==> src/shared/sac_pkg.sv <==
// shared constants and types of the conversion sequencer
`default_nettype none
package sac_pkg;
   // register byte addresses
   localparam logic [7:0] ADDR_CTRL0 = 8'h00;
   localparam logic [7:0] ADDR_CTRL1 = 8'h04;
   localparam logic [7:0] ADDR_RES_HIGH = 8'h08;
   localparam logic [7:0] ADDR_RES_LOW = 8'h0C;
   localparam logic [7:0] ADDR_STATUS = 8'h10;
   // reset values
   localparam logic [7:0] CTRL0_RESET = 8'h00;
   localparam logic [7:0] CTRL1_RESET = 8'h00;
   localparam logic [7:0] RESULT_RESET = 8'h00;
   // field positions
   localparam int CTRL0_ENABLE = 0;
   localparam int CTRL0_GO = 1;
   localparam int CTRL0_CHAN_LSB = 2;
   localparam int CTRL1_NREF = 2;
   localparam int CTRL1_CLK_LSB = 4;
   localparam int CTRL1_JUSTIFY = 7;
   localparam int STATUS_DONE = 0;
   localparam int STATUS_IRQ_EN = 1;
   // channel, reference and clock codes
   localparam logic [4:0] CH_LAST_PIN = 5'h0B;
   localparam logic [4:0] CH_TEMP = 5'h1D;
   localparam logic [4:0] CH_DAC = 5'h1E;
   localparam logic [4:0] CH_FIXED_REF = 5'h1F;
   localparam logic [1:0] PREF_SUPPLY = 2'h0;
   localparam logic [1:0] PREF_PIN = 2'h2;
   localparam logic [1:0] PREF_FIXED = 2'h3;
   localparam logic [1:0] CLK_RC_LOW = 2'h3;
   // half bit-period lengths in system clocks per divider code
   localparam logic [5:0] HALF_DIV2 = 6'h01;
   localparam logic [5:0] HALF_DIV4 = 6'h02;
   localparam logic [5:0] HALF_DIV8 = 6'h04;
   localparam logic [5:0] HALF_DIV16 = 6'h08;
   localparam logic [5:0] HALF_DIV32 = 6'h10;
   localparam logic [5:0] HALF_DIV64 = 6'h20;
   // 11.5 bit periods: half periods 0..22, bits resolved at odd 3..21
   localparam logic [4:0] HALF_FIRST_RESOLVE = 5'h03;
   localparam logic [4:0] HALF_LAST = 5'h16;
   localparam logic [3:0] MSB_INDEX = 4'h9;
   // one instruction cycle of extra start delay on the rc clock
   localparam int CLK_PERIOD_NS = 4;
   localparam int INSTR_TIME_NS = 16;
   localparam int INSTR_CLKS = (INSTR_TIME_NS + CLK_PERIOD_NS - 1) / CLK_PERIOD_NS;
   localparam logic [2:0] DELAY_LAST = 3'(INSTR_CLKS - 1);
   typedef enum logic [2:0] {
      ST_IDLE = 3'b001,
      ST_DELAY = 3'b010,
      ST_CONV = 3'b100
   } sac_state_t;
endpackage : sac_pkg
`default_nettype wire

==> src/design/sac_bit_clock.sv <==
// half bit-period tick generator from system divider or rc clock pin
`default_nettype none
module sac_bit_clock (
   input wire logic clk,
   input wire logic rst_b,
   input wire logic [2:0] clockSelect,
   input wire logic rcClock,
   input wire logic run,
   output logic halfTick,
   output logic rcSelected
);
   logic rcMeta_q;
   logic rcSync_q;
   logic rcPrev_q;
   logic [5:0] cnt_q;
   logic [5:0] cnt_d;
   logic [5:0] halfLimit;
   logic divTick;

   function automatic logic [5:0] limitOf(input logic [2:0] sel);
      logic [5:0] l;
      l = sac_pkg::HALF_DIV2;
      case (sel)
         3'h1: l = sac_pkg::HALF_DIV8;
         3'h2: l = sac_pkg::HALF_DIV32;
         3'h4: l = sac_pkg::HALF_DIV4;
         3'h5: l = sac_pkg::HALF_DIV16;
         3'h6: l = sac_pkg::HALF_DIV64;
         default: l = sac_pkg::HALF_DIV2;
      endcase
      return l;
   endfunction : limitOf

   assign rcSelected = (clockSelect[1:0] == sac_pkg::CLK_RC_LOW);
   assign halfLimit = limitOf(clockSelect);
   assign divTick = run & (cnt_q == halfLimit - 6'h01);
   assign cnt_d = (!run || divTick) ? 6'h00 : cnt_q + 6'h01;
   // each rc edge is half a bit period
   assign halfTick = run & (rcSelected ? (rcSync_q ^ rcPrev_q) : divTick);

   always_ff @(posedge clk or negedge rst_b) begin
      if (!rst_b) begin
         rcMeta_q <= 1'b0;
         rcSync_q <= 1'b0;
         rcPrev_q <= 1'b0;
         cnt_q <= 6'h00;
      end else begin
         rcMeta_q <= rcClock;
         rcSync_q <= rcMeta_q;
         rcPrev_q <= rcSync_q;
         cnt_q <= cnt_d;
      end
   end
endmodule : sac_bit_clock
`default_nettype wire

==> src/design/sac_converter.sv <==
// successive-approximation conversion control with APB registers
`default_nettype none
module sac_converter (
   input wire logic clk,
   input wire logic rst_b,
   input wire logic psel,
   input wire logic penable,
   input wire logic pwrite,
   input wire logic [7:0] paddr,
   input wire logic [31:0] pwdata,
   output logic [31:0] prdata,
   output logic pready,
   output logic pslverr,
   input wire logic rcClock,
   input wire logic sleepRequest,
   input wire logic compareAbove,
   input wire logic specialTrigger,
   output logic converterPowered,
   output logic holdSample,
   output logic [9:0] trialCode,
   output logic [4:0] channelCode,
   output logic pinChannelSel,
   output logic tempSel,
   output logic dacSel,
   output logic fixedRefSel,
   output logic posRefSupply,
   output logic posRefPin,
   output logic posRefFixed,
   output logic negRefPin,
   output logic timerClear,
   output logic conversionDone,
   output logic wakeRequest
);
   ////////////////////////////////////////////////////////////////////////////
   sac_pkg::sac_state_t stateQ;
   sac_pkg::sac_state_t stateD;
   logic enQ, goQ, doneQ, irqEnQ;
   logic [4:0] chanQ;
   logic [7:0] ctrl1Q, resHighQ, resLowQ;
   logic [9:0] sar_q;
   logic [3:0] bitIdx_q;
   logic lastBit_q, anyBit_q, allBits_q;
   logic [4:0] halfCnt_q;
   logic [2:0] delayCnt_q;
   logic sleepMeta_q, sleepSync_q, cmpSync_q;
   logic [31:0] prdata_q;
   logic timerClear_q, conversionDone_q;

   function automatic logic [7:0] fmtHigh(input logic [9:0] r, input logic right);
      return right ? {6'h00, r[9:8]} : r[9:2];
   endfunction : fmtHigh
   function automatic logic [7:0] fmtLow(input logic [9:0] r, input logic right);
      return right ? r[7:0] : {r[1:0], 6'h00};
   endfunction : fmtLow
   function automatic logic [9:0] sarStep(input logic [9:0] s, input logic [3:0] idx,
         input logic keep);
      logic [9:0] r;
      r = s;
      r[idx] = keep;
      if (idx != 4'h0) begin
         r[idx - 4'h1] = 1'b1;
      end
      return r;
   endfunction : sarStep

   function automatic logic [9:0] fillPartial(input logic [9:0] s, input logic [3:0] idx,
         input logic last, input logic any, input logic all);
      logic [9:0] r;
      r = s;
      for (int i = 0; i < 10; i++) begin
         if (!all && (i <= int'(idx))) begin
            r[i] = any & last;
         end
      end
      return r;
   endfunction : fillPartial

   ////////////////////////////////////////////////////////////////////////////
   // apb decode
   logic hitCtrl0, hitCtrl1, hitResHigh, hitResLow, hitStatus, mapped, apbWrite;
   logic wrCtrl0, wrCtrl1, wrResHigh, wrResLow, wrStatus;
   logic [31:0] readMux;
   assign hitCtrl0 = (paddr == sac_pkg::ADDR_CTRL0);
   assign hitCtrl1 = (paddr == sac_pkg::ADDR_CTRL1);
   assign hitResHigh = (paddr == sac_pkg::ADDR_RES_HIGH);
   assign hitResLow = (paddr == sac_pkg::ADDR_RES_LOW);
   assign hitStatus = (paddr == sac_pkg::ADDR_STATUS);
   assign mapped = hitCtrl0 | hitCtrl1 | hitResHigh | hitResLow | hitStatus;
   assign apbWrite = psel & penable & pwrite & mapped;
   assign wrCtrl0 = apbWrite & hitCtrl0;
   assign wrCtrl1 = apbWrite & hitCtrl1;
   assign wrResHigh = apbWrite & hitResHigh;
   assign wrResLow = apbWrite & hitResLow;
   assign wrStatus = apbWrite & hitStatus;
   assign pready = 1'b1;
   assign pslverr = psel & penable & ~mapped;
   assign prdata = prdata_q;

   // unimplemented bits read zero
   assign readMux = hitCtrl0 ? {24'h000000, 1'b0, chanQ, goQ, enQ} :
      hitCtrl1 ? {24'h000000, ctrl1Q} :
      hitResHigh ? {24'h000000, resHighQ} :
      hitResLow ? {24'h000000, resLowQ} :
      hitStatus ? {30'h0000000, irqEnQ, doneQ} : 32'h00000000;

   ////////////////////////////////////////////////////////////////////////////
   // configuration decode
   logic rcSel, halfTick, justifyRight;
   logic [1:0] posRef;
   assign justifyRight = ctrl1Q[sac_pkg::CTRL1_JUSTIFY];
   assign posRef = ctrl1Q[1:0];
   assign channelCode = chanQ;
   assign pinChannelSel = (chanQ <= sac_pkg::CH_LAST_PIN);
   assign tempSel = (chanQ == sac_pkg::CH_TEMP);
   assign dacSel = (chanQ == sac_pkg::CH_DAC);
   assign fixedRefSel = (chanQ == sac_pkg::CH_FIXED_REF);
   assign posRefSupply = (posRef == sac_pkg::PREF_SUPPLY);
   assign posRefPin = (posRef == sac_pkg::PREF_PIN);
   assign posRefFixed = (posRef == sac_pkg::PREF_FIXED);
   assign negRefPin = ctrl1Q[sac_pkg::CTRL1_NREF];

   sac_bit_clock u_bit_clock (
      .clk(clk),
      .rst_b(rst_b),
      .clockSelect(ctrl1Q[sac_pkg::CTRL1_CLK_LSB +: 3]),
      .rcClock(rcClock),
      .run(stateQ == sac_pkg::ST_CONV),
      .halfTick(halfTick),
      .rcSelected(rcSel)
   );

   ////////////////////////////////////////////////////////////////////////////
   // sequencing
   logic idle, busy, conv, enNext, sleepBlock, trigNow, startNow, swAbort, stopNow;
   logic resolveNow, finishNow, loadPartial;
   logic [9:0] partialCode;
   assign idle = (stateQ == sac_pkg::ST_IDLE);
   assign busy = ~idle;
   assign conv = (stateQ == sac_pkg::ST_CONV);
   assign enNext = wrCtrl0 ? pwdata[sac_pkg::CTRL0_ENABLE] : enQ;
   assign sleepBlock = sleepSync_q & ~rcSel;
   assign trigNow = idle & specialTrigger & enNext & ~sleepBlock;
   assign startNow = idle & enNext & ~sleepBlock
      & ((wrCtrl0 & pwdata[sac_pkg::CTRL0_GO]) | specialTrigger);
   assign swAbort = busy & wrCtrl0 & ~pwdata[sac_pkg::CTRL0_GO];
   // sleep off the rc clock or disabling drops the conversion
   assign stopNow = busy & (swAbort | sleepBlock | (wrCtrl0 & ~enNext));
   assign resolveNow = conv & halfTick & halfCnt_q[0] & ~allBits_q
      & (halfCnt_q >= sac_pkg::HALF_FIRST_RESOLVE);
   assign finishNow = conv & halfTick & (halfCnt_q == sac_pkg::HALF_LAST);
   assign loadPartial = swAbort & ~finishNow;
   assign partialCode = fillPartial(sar_q, bitIdx_q, lastBit_q, anyBit_q, allBits_q);

   always_comb begin
      stateD = stateQ;
      case (stateQ)
         sac_pkg::ST_IDLE: begin
            if (startNow) begin
               stateD = rcSel ? sac_pkg::ST_DELAY : sac_pkg::ST_CONV;
            end
         end
         sac_pkg::ST_DELAY: begin
            if (stopNow) begin
               stateD = sac_pkg::ST_IDLE;
            end else if (delayCnt_q == sac_pkg::DELAY_LAST) begin
               stateD = sac_pkg::ST_CONV;
            end
         end
         sac_pkg::ST_CONV: begin
            if (stopNow || finishNow) begin
               stateD = sac_pkg::ST_IDLE;
            end
         end
         default: stateD = sac_pkg::ST_IDLE;
      endcase
   end

   // rc clock in sleep keeps running until done, then powers down unless waking
   assign converterPowered = enQ & ~(sleepSync_q & (~rcSel | (idle & ~irqEnQ)));
   assign holdSample = conv;
   assign trialCode = sar_q;
   assign timerClear = timerClear_q;
   assign conversionDone = conversionDone_q;
   assign wakeRequest = sleepSync_q & doneQ & irqEnQ;

   ////////////////////////////////////////////////////////////////////////////
   // registers
   always_ff @(posedge clk or negedge rst_b) begin
      if (!rst_b) begin
         sleepMeta_q <= 1'b0;
         sleepSync_q <= 1'b0;
         cmpSync_q <= 1'b0;
         prdata_q <= 32'h00000000;
         timerClear_q <= 1'b0;
         conversionDone_q <= 1'b0;
      end else begin
         sleepMeta_q <= sleepRequest;
         sleepSync_q <= sleepMeta_q;
         // comparator follows trialCode within a cycle: one register keeps div2 in step
         cmpSync_q <= compareAbove;
         prdata_q <= (psel & ~penable & ~pwrite) ? readMux : prdata_q;
         timerClear_q <= trigNow;
         conversionDone_q <= finishNow;
      end
   end

   always_ff @(posedge clk or negedge rst_b) begin
      if (!rst_b) begin
         stateQ <= sac_pkg::ST_IDLE;
         enQ <= sac_pkg::CTRL0_RESET[sac_pkg::CTRL0_ENABLE];
         goQ <= sac_pkg::CTRL0_RESET[sac_pkg::CTRL0_GO];
         chanQ <= sac_pkg::CTRL0_RESET[sac_pkg::CTRL0_CHAN_LSB +: 5];
         ctrl1Q <= sac_pkg::CTRL1_RESET;
         doneQ <= 1'b0;
         irqEnQ <= 1'b0;
      end else begin
         stateQ <= stateD;
         if (wrCtrl0) begin
            enQ <= pwdata[sac_pkg::CTRL0_ENABLE];
            chanQ <= pwdata[sac_pkg::CTRL0_CHAN_LSB +: 5];
         end
         if (wrCtrl1) begin
            ctrl1Q <= {pwdata[7:4], 1'b0, pwdata[2:0]};
         end
         if (startNow) begin
            goQ <= 1'b1;
         end else if (finishNow || stopNow) begin
            goQ <= 1'b0;
         end
         // completion wins over a clearing write
         doneQ <= finishNow | (doneQ & ~(wrStatus & ~pwdata[sac_pkg::STATUS_DONE]));
         if (wrStatus) begin
            irqEnQ <= pwdata[sac_pkg::STATUS_IRQ_EN];
         end
      end
   end

   always_ff @(posedge clk or negedge rst_b) begin
      if (!rst_b) begin
         resHighQ <= sac_pkg::RESULT_RESET;
         resLowQ <= sac_pkg::RESULT_RESET;
      end else if (finishNow) begin
         resHighQ <= fmtHigh(sar_q, justifyRight);
         resLowQ <= fmtLow(sar_q, justifyRight);
      end else if (loadPartial) begin
         resHighQ <= fmtHigh(partialCode, justifyRight);
         resLowQ <= fmtLow(partialCode, justifyRight);
      end else begin
         resHighQ <= wrResHigh ? pwdata[7:0] : resHighQ;
         resLowQ <= wrResLow ? pwdata[7:0] : resLowQ;
      end
   end

   always_ff @(posedge clk or negedge rst_b) begin
      if (!rst_b) begin
         sar_q <= 10'h000;
         bitIdx_q <= sac_pkg::MSB_INDEX;
         lastBit_q <= 1'b0;
         anyBit_q <= 1'b0;
         allBits_q <= 1'b0;
         halfCnt_q <= 5'h00;
         delayCnt_q <= 3'h0;
      end else if (startNow) begin
         sar_q <= 10'h200;
         bitIdx_q <= sac_pkg::MSB_INDEX;
         anyBit_q <= 1'b0;
         allBits_q <= 1'b0;
         halfCnt_q <= 5'h00;
         delayCnt_q <= 3'h0;
      end else begin
         delayCnt_q <= (stateQ == sac_pkg::ST_DELAY) ? delayCnt_q + 3'h1 : 3'h0;
         halfCnt_q <= (conv & halfTick) ? halfCnt_q + 5'h01 : halfCnt_q;
         if (resolveNow) begin
            sar_q <= sarStep(sar_q, bitIdx_q, cmpSync_q);
            lastBit_q <= cmpSync_q;
            anyBit_q <= 1'b1;
            allBits_q <= (bitIdx_q == 4'h0);
            bitIdx_q <= (bitIdx_q == 4'h0) ? 4'h0 : bitIdx_q - 4'h1;
         end
      end
   end
endmodule : sac_converter
`default_nettype wire

==> config.mk <==
export PLATFORM = sky130hd
export DESIGN_NAME = sac_converter
export DESIGN_NICKNAME = d
export VERILOG_FILES = /design/src/shared/sac_pkg.sv /design/src/design/sac_bit_clock.sv /design/src/design/sac_converter.sv
export SDC_FILE = /design/constraint.sdc
export NUM_CORES = 1
export LEC_CHECK = 0
export ABC_AREA = 0
export ABC_CLOCK_PERIOD_IN_PS = 4010
export BUFFER_PORTS_ARGS = -buffer_cell sky130_fd_sc_hd__clkbuf_2
export CORE_ASPECT_RATIO = 0.6
export CORE_MARGIN = 1
export CORE_UTILIZATION = 34
export CTS_CLUSTER_DIAMETER = 200
export DETAILED_ROUTE_END_ITERATION = 8
export PLACE_DENSITY_LB_ADDON = 0.12
export SYNTH_ARGS = -nofsm -noshare
export SYNTH_HDL_FRONTEND = slang
export SYNTH_HIERARCHICAL = 1
export SYNTH_SLANG_ARGS = --single-unit
export TNS_END_PERCENT = 20
==> constraint.sdc <==
create_clock -name clk -period 4.01 [get_ports clk]
set_input_delay 0.802 -clock clk [delete_from_list [all_inputs] [get_ports clk]]
set_output_delay 0.802 -clock clk [all_outputs]
set_load 0.005 [all_outputs]
==> results of run 1 <==
## through the flow
step | cell area [um2] | cells | power [mW] | setup slack, ns
final | 5750 | 806 | 1.96 | 0.604
after global routing | 5750 | 806 | 2.04 | 0.396
after CTS | 5750 | 806 | 1.98 | 0.650
after detailed placement | 5420 | 790 | 1.07 | 0.645
after global placement | 5420 | 790 | 1.06 | 0.692
after floorplan | 5120 | 576 | 1.01 | 1.00
## synth_stat cells (6+ instances only)
| cell | n | area, um2 |
|---|---|---|
| dfrtp_1 | 79 | 1980 |
| nand2_1 | 52 | 195 |
| nor2_1 | 48 | 180 |
| o21ai_0 | 39 | 195 |
| clkbuf_1 | 26 | 97.6 |
| buf_4 | 25 | 188 |
| a21oi_1 | 24 | 120 |
| mux2_2 | 19 | 214 |
| nor3_1 | 18 | 90.1 |
| a31oi_1 | 14 | 87.6 |
| nand3_1 | 14 | 70.1 |
| o22ai_1 | 12 | 75.1 |
| and3_1 | 11 | 68.8 |
| inv_1 | 11 | 41.3 |
| mux2i_1 | 10 | 100 |
| nand2b_1 | 10 | 62.6 |
| nor2b_1 | 8 | 50.1 |
| a22oi_1 | 7 | 52.6 |
| nor4_1 | 7 | 43.8 |
| and2_1 | 6 | 37.5 |
## power by group
group | total, mW | internal [mW] | switching [mW]
logic | 0.154 | 0.0601 | 0.0936
clock network | 0.910 | 0.551 | 0.358
registers | 0.897 | 0.855 | 0.0422
## layout make-up
class	count	area [um2]	area share, %
clock inverter	7	98.8	1.72
tap	198	248	4.31
clock buffer	9	225	3.92
multi-input combinational	423	2660	46.3
timing repair buffer	75	413	7.18
sequential	82	2060	35.8
inverter	12	45.0	0.784
## state kept, by name, indices dropped and copies added, names as in the netlist, 3 cells and up
register and flops:
channelCode 5, resHighQ 8, halfCnt_q 5, u_bit_clock/cnt_q 6, resLowQ 8, stateQ 3
trialCode 10, ctrl1Q 7, prdata 8, delayCnt_q 3, bitIdx_q 4
## logic make-up after synthesis
logic type	share of synthesized area, %
xor gates and xnor gates	1.39
other	0.149
muxes	8.33
and+or+nand+nor	21.8
AOI/OAI and AO/OA	18.3
DFF	40.9
buffers and inverters	7.93
adders and majority gates	1.24
## layer usage
metal	GRT usage, %	routed length (um)	vias to the layer above
li1	-	-	2076
met1	29.1	7440	2124
met2	25.8	5600	131
met3	4.70	814	12
met4	4.81	148	0
met5	0	0	-
## worst min-delay path by stage
stage                      endpoint  cells past startpoint
3_5_place_dp            sleepSync_q                      0
5_1_grt        u_bit_clock/rcSync_q                      0
3_3_place_gp            sleepSync_q                      0
6_report                sleepSync_q                      0
4_1_cts                 sleepSync_q                      0
2_1_floorplan           sleepSync_q                      0
## layout by cell type, fill, tap and decap left out, types with 6 or more instances in the layout
cell type,n
clkbuf_2,60
and2_1,6
o22ai_1,12
nor2b_1,8
a31oi_1,14
dfrtp_1,79
a22oi_1,7
clkbuf_16,9
mux2_2,19
a21oi_1,24
nand3_1,14
nor2_1,48
mux2i_1,10
nand2b_1,10
and3_1,11
inv_1,11
nor3_1,18
o21ai_0,39
nor4_1,7
nand2_1,52
conb_1,25
buf_4,15
==> summary.md, run 1 <==
| Metric | Value |
|---|---|
| Layout cells sized above 1 | a little over a fifth |
| R2R Setup Slk | around 0.6 ns |
| Final count of hold timing violations | 0 |
| Async set or reset register ratio after synthesis | 100% |
| Die W | between 150 and 200 um |
| Core area | between 10000 and 15000 um2 |
| F_max | slightly below 0.3 GHz |
| Worst IR Drop VDD | 0.000184 V |
| Post_cts resized | 0 |
| Post-CTS Setup Repair Bufs | 0 |
| RR Startpoint | ctrl1Q[5] |
| Crit share post-route | 84.9% |
| DIE AREA | roughly 15000 um2 |
| Critical path launch point type | flip-flop |
| CTS Hold Bufs | 0 |
| Critical path's top delay family | compound AO/OA/AOI/OAI gates |
| Vias | about 4.3k |
| DP HPWL | around 10 mm |
| Slew Limit Fails | 0 |
| Nets | approximately 660 |
| Pwr Density | roughly 340 nW/um2 |
| Starting Density | 34.8% |
| Routability cong. | 0.814 |
| Mapped cell area | between 5000 and 6000 um2 |
| Slew @ Worst Pin | between 0.9 and 1 ns |
| ANT cells | 0 |
| Register area share after synthesis | 40.9% |
| CP arrival | around 3.7 ns |
| Top-Level Pins | 111 |
| Status | complete, no violations |
| CTS root buffer | clkbuf_16 |
| Setup TNS | 0 ns |
| Drt pass-1 iters | 5 |
| Synth Flop Type | dfrtp_1 |
| Warnings, synthesis | 6 |
| Number of synthesized register bits | 82 |
| Max FO, Critical Path | 21 |
| Reg-to-reg endpoint | resHighQ[5] |
| Max_slew headroom | a little under two fifths |
| RSZ-0062 raised after global routing | no |
| Total gr overflow | 0 |
| First-pass GRT wire length | around 22 mm |
| Clock sinks | 82 |
| WP data required | about 4.3 ns |
| Critical Path Start | ctrl1Q[5] |
| Fill cells | between 1k and 1.5k |
| Largest net degree at the start of global routing | a little over 70 |
| Row count | 34 |
| WL/cell | roughly 17 um |
| Number of synthesized flops with an enable pin | 0 |
| Initial antenna violation count | 0 |
| Gr usage total | 19.0% |
| Critical-path top delay cell | dfrtp_1 |
| CP endpoint kind | flip-flop |
| Reg2reg path depth | 11 |
| CTS tree | done |
| TritonCTS Buffers | 9 |
| Crit Path Class | flip-flop to flip-flop |
| Clock Skews | between 0.01 and 0.015 ns |
| Antenna Violating Nets Remaining | 0 |
| Maximum buffer depth of the clock tree | 2 |
| Final Routed Wirelength | ~14 mm |
| Final setup fails | 0 |
| Skew-Pair Late Insertion Delay | around 0.34 ns |
| Syn Area/Cell | roughly 9.1 um2 |
| Hold_sp | sleepMeta_q |
| Number of global-route vias before repair | 3958 |
| Via density | around 5.4 |
| Max Cap Viol | 0 |
| Final min period | 3.41 ns |
| Setup crit end | resHighQ[5] |
| WP buf/inv | 1 |
| DR iter-0 viols | 325 |
| Port Buffer Count | 61 |
| Final Util | between 30 and 40% |
| CTS clock-pin slew for the worst setup and hold paths | roughly 0.070 ns |
| Mapped Cells | ~550 |
| Critical Path Max Stage Delay | roughly 0.56 ns |
| Hold Path Class | flip-flop to flip-flop |
| Chip Height | about 96 um |
| Cell variety after synth | 73 |
| Worst hold margin | approximately 0.35 ns |
| CP Cell Sequence | nor3b_2 > a31oi_1 > a211oi_1 > o221ai_2 > o31ai_2 > nand4bb_1 > or2_2 > buf_4 > nand3_1 > o32ai_1 > a21oi_1 |
| Area growth, synth to finish | 14.3% |
| WP depth | 11 |
| DRC | 0 |
| Leak | approximately 2.6 nW |
| H-Tree Level Count | 3 |
Note: power is estimated with default switching activity, not from simulation.
==> run 2: changes to the inputs <==
ABC_CLOCK_PERIOD_IN_PS = 3200   (was 4010)
clock period = 3.2 ns   (was 4.01 ns; I/O delays follow)
==> summary.md, run 2 (synthesized netlist as in run 1, its figures left out) <==
| Metric | Value |
|---|---|
| Max_slew headroom | a little under half |
| Total gr overflow | 0 |
| Gr usage total | about a fifth |
| Final setup fails | 0 |
| PnR worst setup slack | about 0.23 ns |
| Clock sinks | 82 |
| Slew Limit Fails | 0 |
| Top-Level Pins | about 110 |
| Critical Path Max Stage Delay | about 0.45 ns |
| WP data required | around 3.5 ns |
| Skew-Pair Late Insertion Delay | about 0.35 ns |
| ANT cells | 0 |
| Switching share of power | about a quarter |
| CTS tree | done |
| Status | complete, no violations |
| Slew @ Worst Pin | just under 0.8 ns |
| DIE AREA | roughly 15000 um2 |
| Critical path launch point type | flip-flop |
| Antenna Violating Nets Remaining | 0 |
| Sw power | approximately 640 uW |
| Final Cell Area | just under 6000 um2 |
| Initial antenna violation count | 0 |
| Logic pwr share | 7.6% |
| CTS Hold Bufs | 0 |
| Pre-CTS setup slack | ~0.046 ns |
| Hold Path Class | input pin to async pin |
| Total power | 2.57 mW |
| Max Cap Viol | 0 |
| DP HPWL | 10.4 mm |
| Met1 Wirelength | between 7 and 8 mm |
| TritonCTS Buffers | 9 |
| DP Area | ~5500 um2 |
| Commonest non-fill, non-tap cell in the layout | dfrtp_1 |
| Area of the multi-input gates | 2690 um2 |
| Post-CTS Setup Repair Bufs | 0 |
| Layout cells sized above 1 | 24.2% |
| Number of global-route vias before repair | a little under 4k |
| Max FO, Critical Path | 25 |
| Sequential share of power | between 40 and 50% |
| Via density | 5.43 |
| Row count | 34 |
| DP Cell Count | approximately 800 |
| CP arrival | 3.26 ns |
| Max Used Layer | met4 |
| Met2 routed WL | 5.77 mm |
| Most frequent cells in the layout | dfrtp_1, clkbuf_2, nand2_1 |
| Final Routed Wirelength | 14.0 mm |
| Port Buffer Count | ~60 |
| Routability cong. | 0.839 |
| Crit share post-route | 92.9% |
| CP endpoint kind | flip-flop |
| Maximum buffer depth of the clock tree | 2 |
| Core area | about 14000 um2 |
| Crit Path Class | flip-flop to flip-flop |
| Max FFs per register | 10 |
| Starting Density | around a third |
| RR Startpoint | ctrl1Q[4] |
| DRC | 0 |
| Critical Path Start | ctrl1Q[4] |
| First-pass GRT wire length | between 20 and 25 mm |
| CTS root buffer | clkbuf_16 |
| P_int | between 1.5 and 2 mW |
| Worst IR Drop VDD | roughly 0.00024 V |
| Area growth, synth to finish | 17.5% |
| Largest net degree at the start of global routing | 52 |
| Critical path's top delay family | compound AO/OA/AOI/OAI gates |
| Post_cts resized | 0 |
| WP buf/inv | 2 |
| Clock share of power | 48.7% |
| Final min period | between 2 and 3 ns |
| Leak | 2.65 nW |
| CTS clock-pin slew for the worst setup and hold paths | ~0.070 ns |
| Sequential Area | roughly 2100 um2 |
| Final count of hold timing violations | 0 |
| WL/cell | roughly 17 um |
| Chip Height | between 90 and 100 um |
| CP Cell Sequence | mux2_2 > a211oi_2 > o221ai_2 > o31ai_2 > nor4bb_4 > buf_4 > o2111ai_1 > buf_12 > nor4_1 > a311o_1 |
| DR iter-0 viols | between 300 and 400 |
| Nets | 669 |
| Clock Skews | 0.00958 ns |
| Fill cells | about 1.5k |
| WL met3 | around 790 um |
| Vias | about 4.4k |
| Die W | approximately 160 um |
| H-Tree Level Count | 3 |
| Finished Layout Cells | roughly 820 |
| Pwr Density | about 430 nW/um2 |
| Critical-path top delay cell | dfrtp_1 |
| Worst hold margin | 0.334 ns |
| Drt pass-1 iters | 5 |
| F_max | 0.337 GHz |
[run 2: changes by cell type in the layout (fill, tap and decap cells not counted), moves of 2 or more]
cell,before,now
dfrtp_1,79,77
dfrtp_2,0,2
buf_4,15,26
inv_8,0,2
[run 2: per-layer routing]
layer / vias to the layer above / global-route usage, %
met2: 126 / 26.7
met3: 11 / 3.79
met4: 0 / 5.61
met5: - / 0
li1: 2098 / -
met1: 2207 / 28.9
[run 2: per-stage QoR]
stage	setup TNS, ns	util (%)
2_1_floorplan	0	-
3_5_place_dp	0	38.2
3_3_place_gp	0	38.2
6_report	0	40.9
5_1_grt	-0.0532	40.9
4_1_cts	0	40.7
[run 2: path summary, 6_finish.rpt]
check | cells past startpoint | slack [ns] | to
min | 1 | 0.33 | stateQ[1]
min reg2reg | 0 | 0.36 | sleepSync_q
max reg2reg | 10 | 0.23 | trialCode[4]
min in group clk | 0 | 0.36 | sleepSync_q
max | 10 | 0.23 | trialCode[4]
max in group asynchronous | 2 | 2.07 | bitIdx_q[0]
[run 2: area by class of cell]
class	instances	share of cell area, %
clock inverters	7	2.20
multi-input cells	423	45.5
well taps	198	4.19
inverters	12	0.762
repair buffers	87	8.72
flip-flops and latches	82	34.8
clock buffers	9	3.81
[run 2: power groups by stage]
stage	clock [mW]	sequential, mW	combinational [mW]
floorplan	0	1.12	0.140
global placement	0	1.14	0.193
detailed placement	0	1.14	0.196
CTS	1.28	1.12	0.197
global route	1.33	1.13	0.224
finish	1.25	1.12	0.196
==> run 3: changes to the inputs <==
SYNTH_HIERARCHICAL = unset   (was 1)
==> summary.md, run 3 <==
| Metric | Value |
|---|---|
| CP Cell Sequence | nor2b_1 > a211oi_2 > a21oi_1 > nor4_4 > and3_1 > nor3_1 > o21ai_0 > a21oi_1 |
| CP arrival | roughly 3.1 ns |
| Largest net degree at the start of global routing | 83 |
| RSZ-0062 raised after global routing | no |
| Most frequent cells in the layout | dfrtp_1, nor2_1, clkbuf_2 |
| Via density | 5.22 |
| Antenna Violating Nets Remaining | 0 |
| Number of global-route vias before repair | roughly 3.7k |
| First-pass GRT wire length | between 20 and 25 mm |
| CTS root buffer | clkbuf_16 |
| Crit share post-route | between 90% and 100% |
| Mapped Cells | between 500 and 600 |
| Total gr overflow | 0 |
| Final setup fails | 0 |
| Chip Height | ~95 um |
| Compound-Gate Fraction of Synth Area | 17.9% |
| Crit Path Class | flip-flop to flip-flop |
| Layout cells sized above 1 | a little under a quarter |
| Core area | about 14000 um2 |
| Critical-path top delay cell | nor4_4 |
| Worst hold margin | about 0.35 ns |
| Area growth, synth to finish | 16.1% |
| Xor/xnor share of the synthesized area | under 10% |
| Critical Path Max Stage Delay | between 0.5 and 0.6 ns |
| Status | complete, no violations |
| F_max | roughly 0.34 GHz |
| CP dominant cell by count | a21oi_1 |
| Number of synthesized register bits | 82 |
| Async set or reset register ratio after synthesis | between 90% and 100% |
| Slew Limit Fails | 0 |
| Top-Level Pins | about 110 |
| Post-synthesis mux area share | 9.56% |
| Critical path launch point type | flip-flop |
| TritonCTS Buffers | 9 |
| Hold Path Class | flip-flop to flip-flop |
| Vias | ~4.2k |
| Starting Density | 35.4% |
| Routability cong. | ~0.86 |
| Number of synthesized flops with an enable pin | 0 |
| Synth cell count leaders | dfrtp_1, nor2_1, nand2_1 |
| Slew @ Worst Pin | approximately 1.1 ns |
| Port Buffer Count | ~60 |
| Synth Flop Type | dfrtp_1 |
| Worst IR Drop VDD | approximately 0.00025 V |
| Drt pass-1 iters | 5 |
| Final min period | approximately 2.9 ns |
| Register area share after synthesis | a little over two fifths |
| Max Cap Viol | 0 |
| CTS clock-pin slew for the worst setup and hold paths | ~0.06 ns |
| CTS tree | done |
| Clock sinks | about 80 |
| Commonest non-fill, non-tap cell in the layout | dfrtp_1 |
| Nets | around 660 |
| Max_slew headroom | between 20 and 30% |
| Final Routed Wirelength | roughly 13 mm |
| Initial antenna violation count | 0 |
| Syn Area/Cell | around 9 um2 |
| WL/cell | approximately 17 um |
| DRC | 0 |
| Post-synth top area share | approximately 40% |
| Total power | around 2.4 mW |
| Cell variety after synth | 70 |
| Most frequent cell after synthesis | dfrtp_1 |
| CP endpoint kind | flip-flop |
| Largest family of logic cells by synthesized area | simple AND/OR/NAND/NOR gates |
| Skew-Pair Late Insertion Delay | approximately 0.34 ns |
| Max FFs per register | 10 |
| Gr usage total | a little under a fifth |
| DIE AREA | 14900 um2 |
| Leak | ~2.6 nW |
| DP HPWL | 9.97 mm |
| H-Tree Level Count | 3 |
| Row count | 33 |
| WP data required | 3.39 ns |
| ANT cells | 0 |
| Adder-Cell Fraction of Synth Area | about 1.3% |
| Warnings, synthesis | 0 |
| Pwr Density | 425 nW/um2 |
| DR iter-0 viols | around 270 |
| Clock Skews | roughly 0.0095 ns |
| Setup TNS | 0 ns |
| Final count of hold timing violations | 0 |
| Mapped cell area | about 4900 um2 |
| Post-synth top area cell | dfrtp_1 |
| Max FO, Critical Path | 9 |
| Simple-Gate Fraction of Synth Area | just under 20% |
| Top cells by area, synth | dfrtp_1, nor2_1, mux2_2, o21ai_0, buf_4 |
| Maximum buffer depth of the clock tree | 2 |
| Die W | between 150 and 200 um |
[run 3: changes by cell type after synthesis, moves of 5 or more]
cell	previous run	this run
a31oi_1	14	3
and3_2	5	0
nand2b_1	10	5
buf_6	5	0
o22ai_1	12	7
a21oi_1	24	33
nand2_1	52	44
nor3_1	18	10
nor4_1	7	2
nor2_1	48	72
[run 3: cell families after synthesis]
family | Yosys count
flops | 82
xor+xnor | 11
buf+inv | 71
compound gates | 139
mux | 39
fa+ha+maj | 5
other cells | 2
simple gates | 198
[run 3: path summary, 6_finish.rpt]
kind                       slack [ns]                 start              endpoint  cells after the start
max                              0.26  u_bit_clock.cnt_q[1]            resLowQ[3]                      8
min                              0.35  u_bit_clock.rcMeta_q  u_bit_clock.rcSync_q                      0
max reg2reg                      0.26  u_bit_clock.cnt_q[1]            resLowQ[3]                      8
min reg2reg                      0.35  u_bit_clock.rcMeta_q  u_bit_clock.rcSync_q                      0
max in group asynchronous        2.02                 rst_b          trialCode[8]                      1
min in group asynchronous        0.50                 rst_b  u_bit_clock.cnt_q[3]                      1
[run 3: timing repair]
| action | CTS | global route |
|---|---|---|
| hold endpoints to repair | 0 | 0 |
| gates resized for setup | 0 | 1 |
| hold buffers | 0 | 0 |
| endpoints found under the setup margin | 0 | 5 |
| buffers inserted | 0 | 3 |
[run 3: per-stage QoR]
stage / util [%] / instances / setup slack [ns] / instance area, um2
2_1_floorplan: - / 570 / 0.452 / 4990
3_3_place_gp: 38.6 / 782 / 0.278 / 5350
3_5_place_dp: 38.6 / 782 / 0.271 / 5350
4_1_cts: 40.8 / 798 / 0.255 / 5670
5_1_grt: 41.0 / 801 / 0.0501 / 5690
6_report: 41.0 / 801 / 0.264 / 5690
[run 3: per-layer routing]
layer	share of wire (%)	up-vias	wire length, um	global-route usage [%]
met4	0.60	0	80	3.80
met1	55	2050	7260	30.0
li1	-	2010	-	-
met5	0	-	0	0
met3	5.8	12	772	4.23
met2	39	111	5160	24.7
[run 3: worst max-delay path, delay by kind of cell, from the launching register on]
family | cells | cell delay, ns
AOI/OAI and AO/OA | 4 | 1.01
and+or+nand+nor | 4 | 1.31
DFF | 1 | 0.47
[run 3: area by class of cell]
class	count	area, um2
clock buffers	11	253
well taps	192	240
inverters	14	52.6
flip-flops and latches	82	2060
multi-input cells	417	2580
fillers	1420	8180
repair buffers	80	450
clock inverters	5	62.6
[run 3: power by group]
group | leakage, nW | switching [mW] | internal, mW
Combinational | 1.42 | 0.121 | 0.0846
Sequential | 1.01 | 0.0591 | 1.07
Clock | 0.148 | 0.433 | 0.650
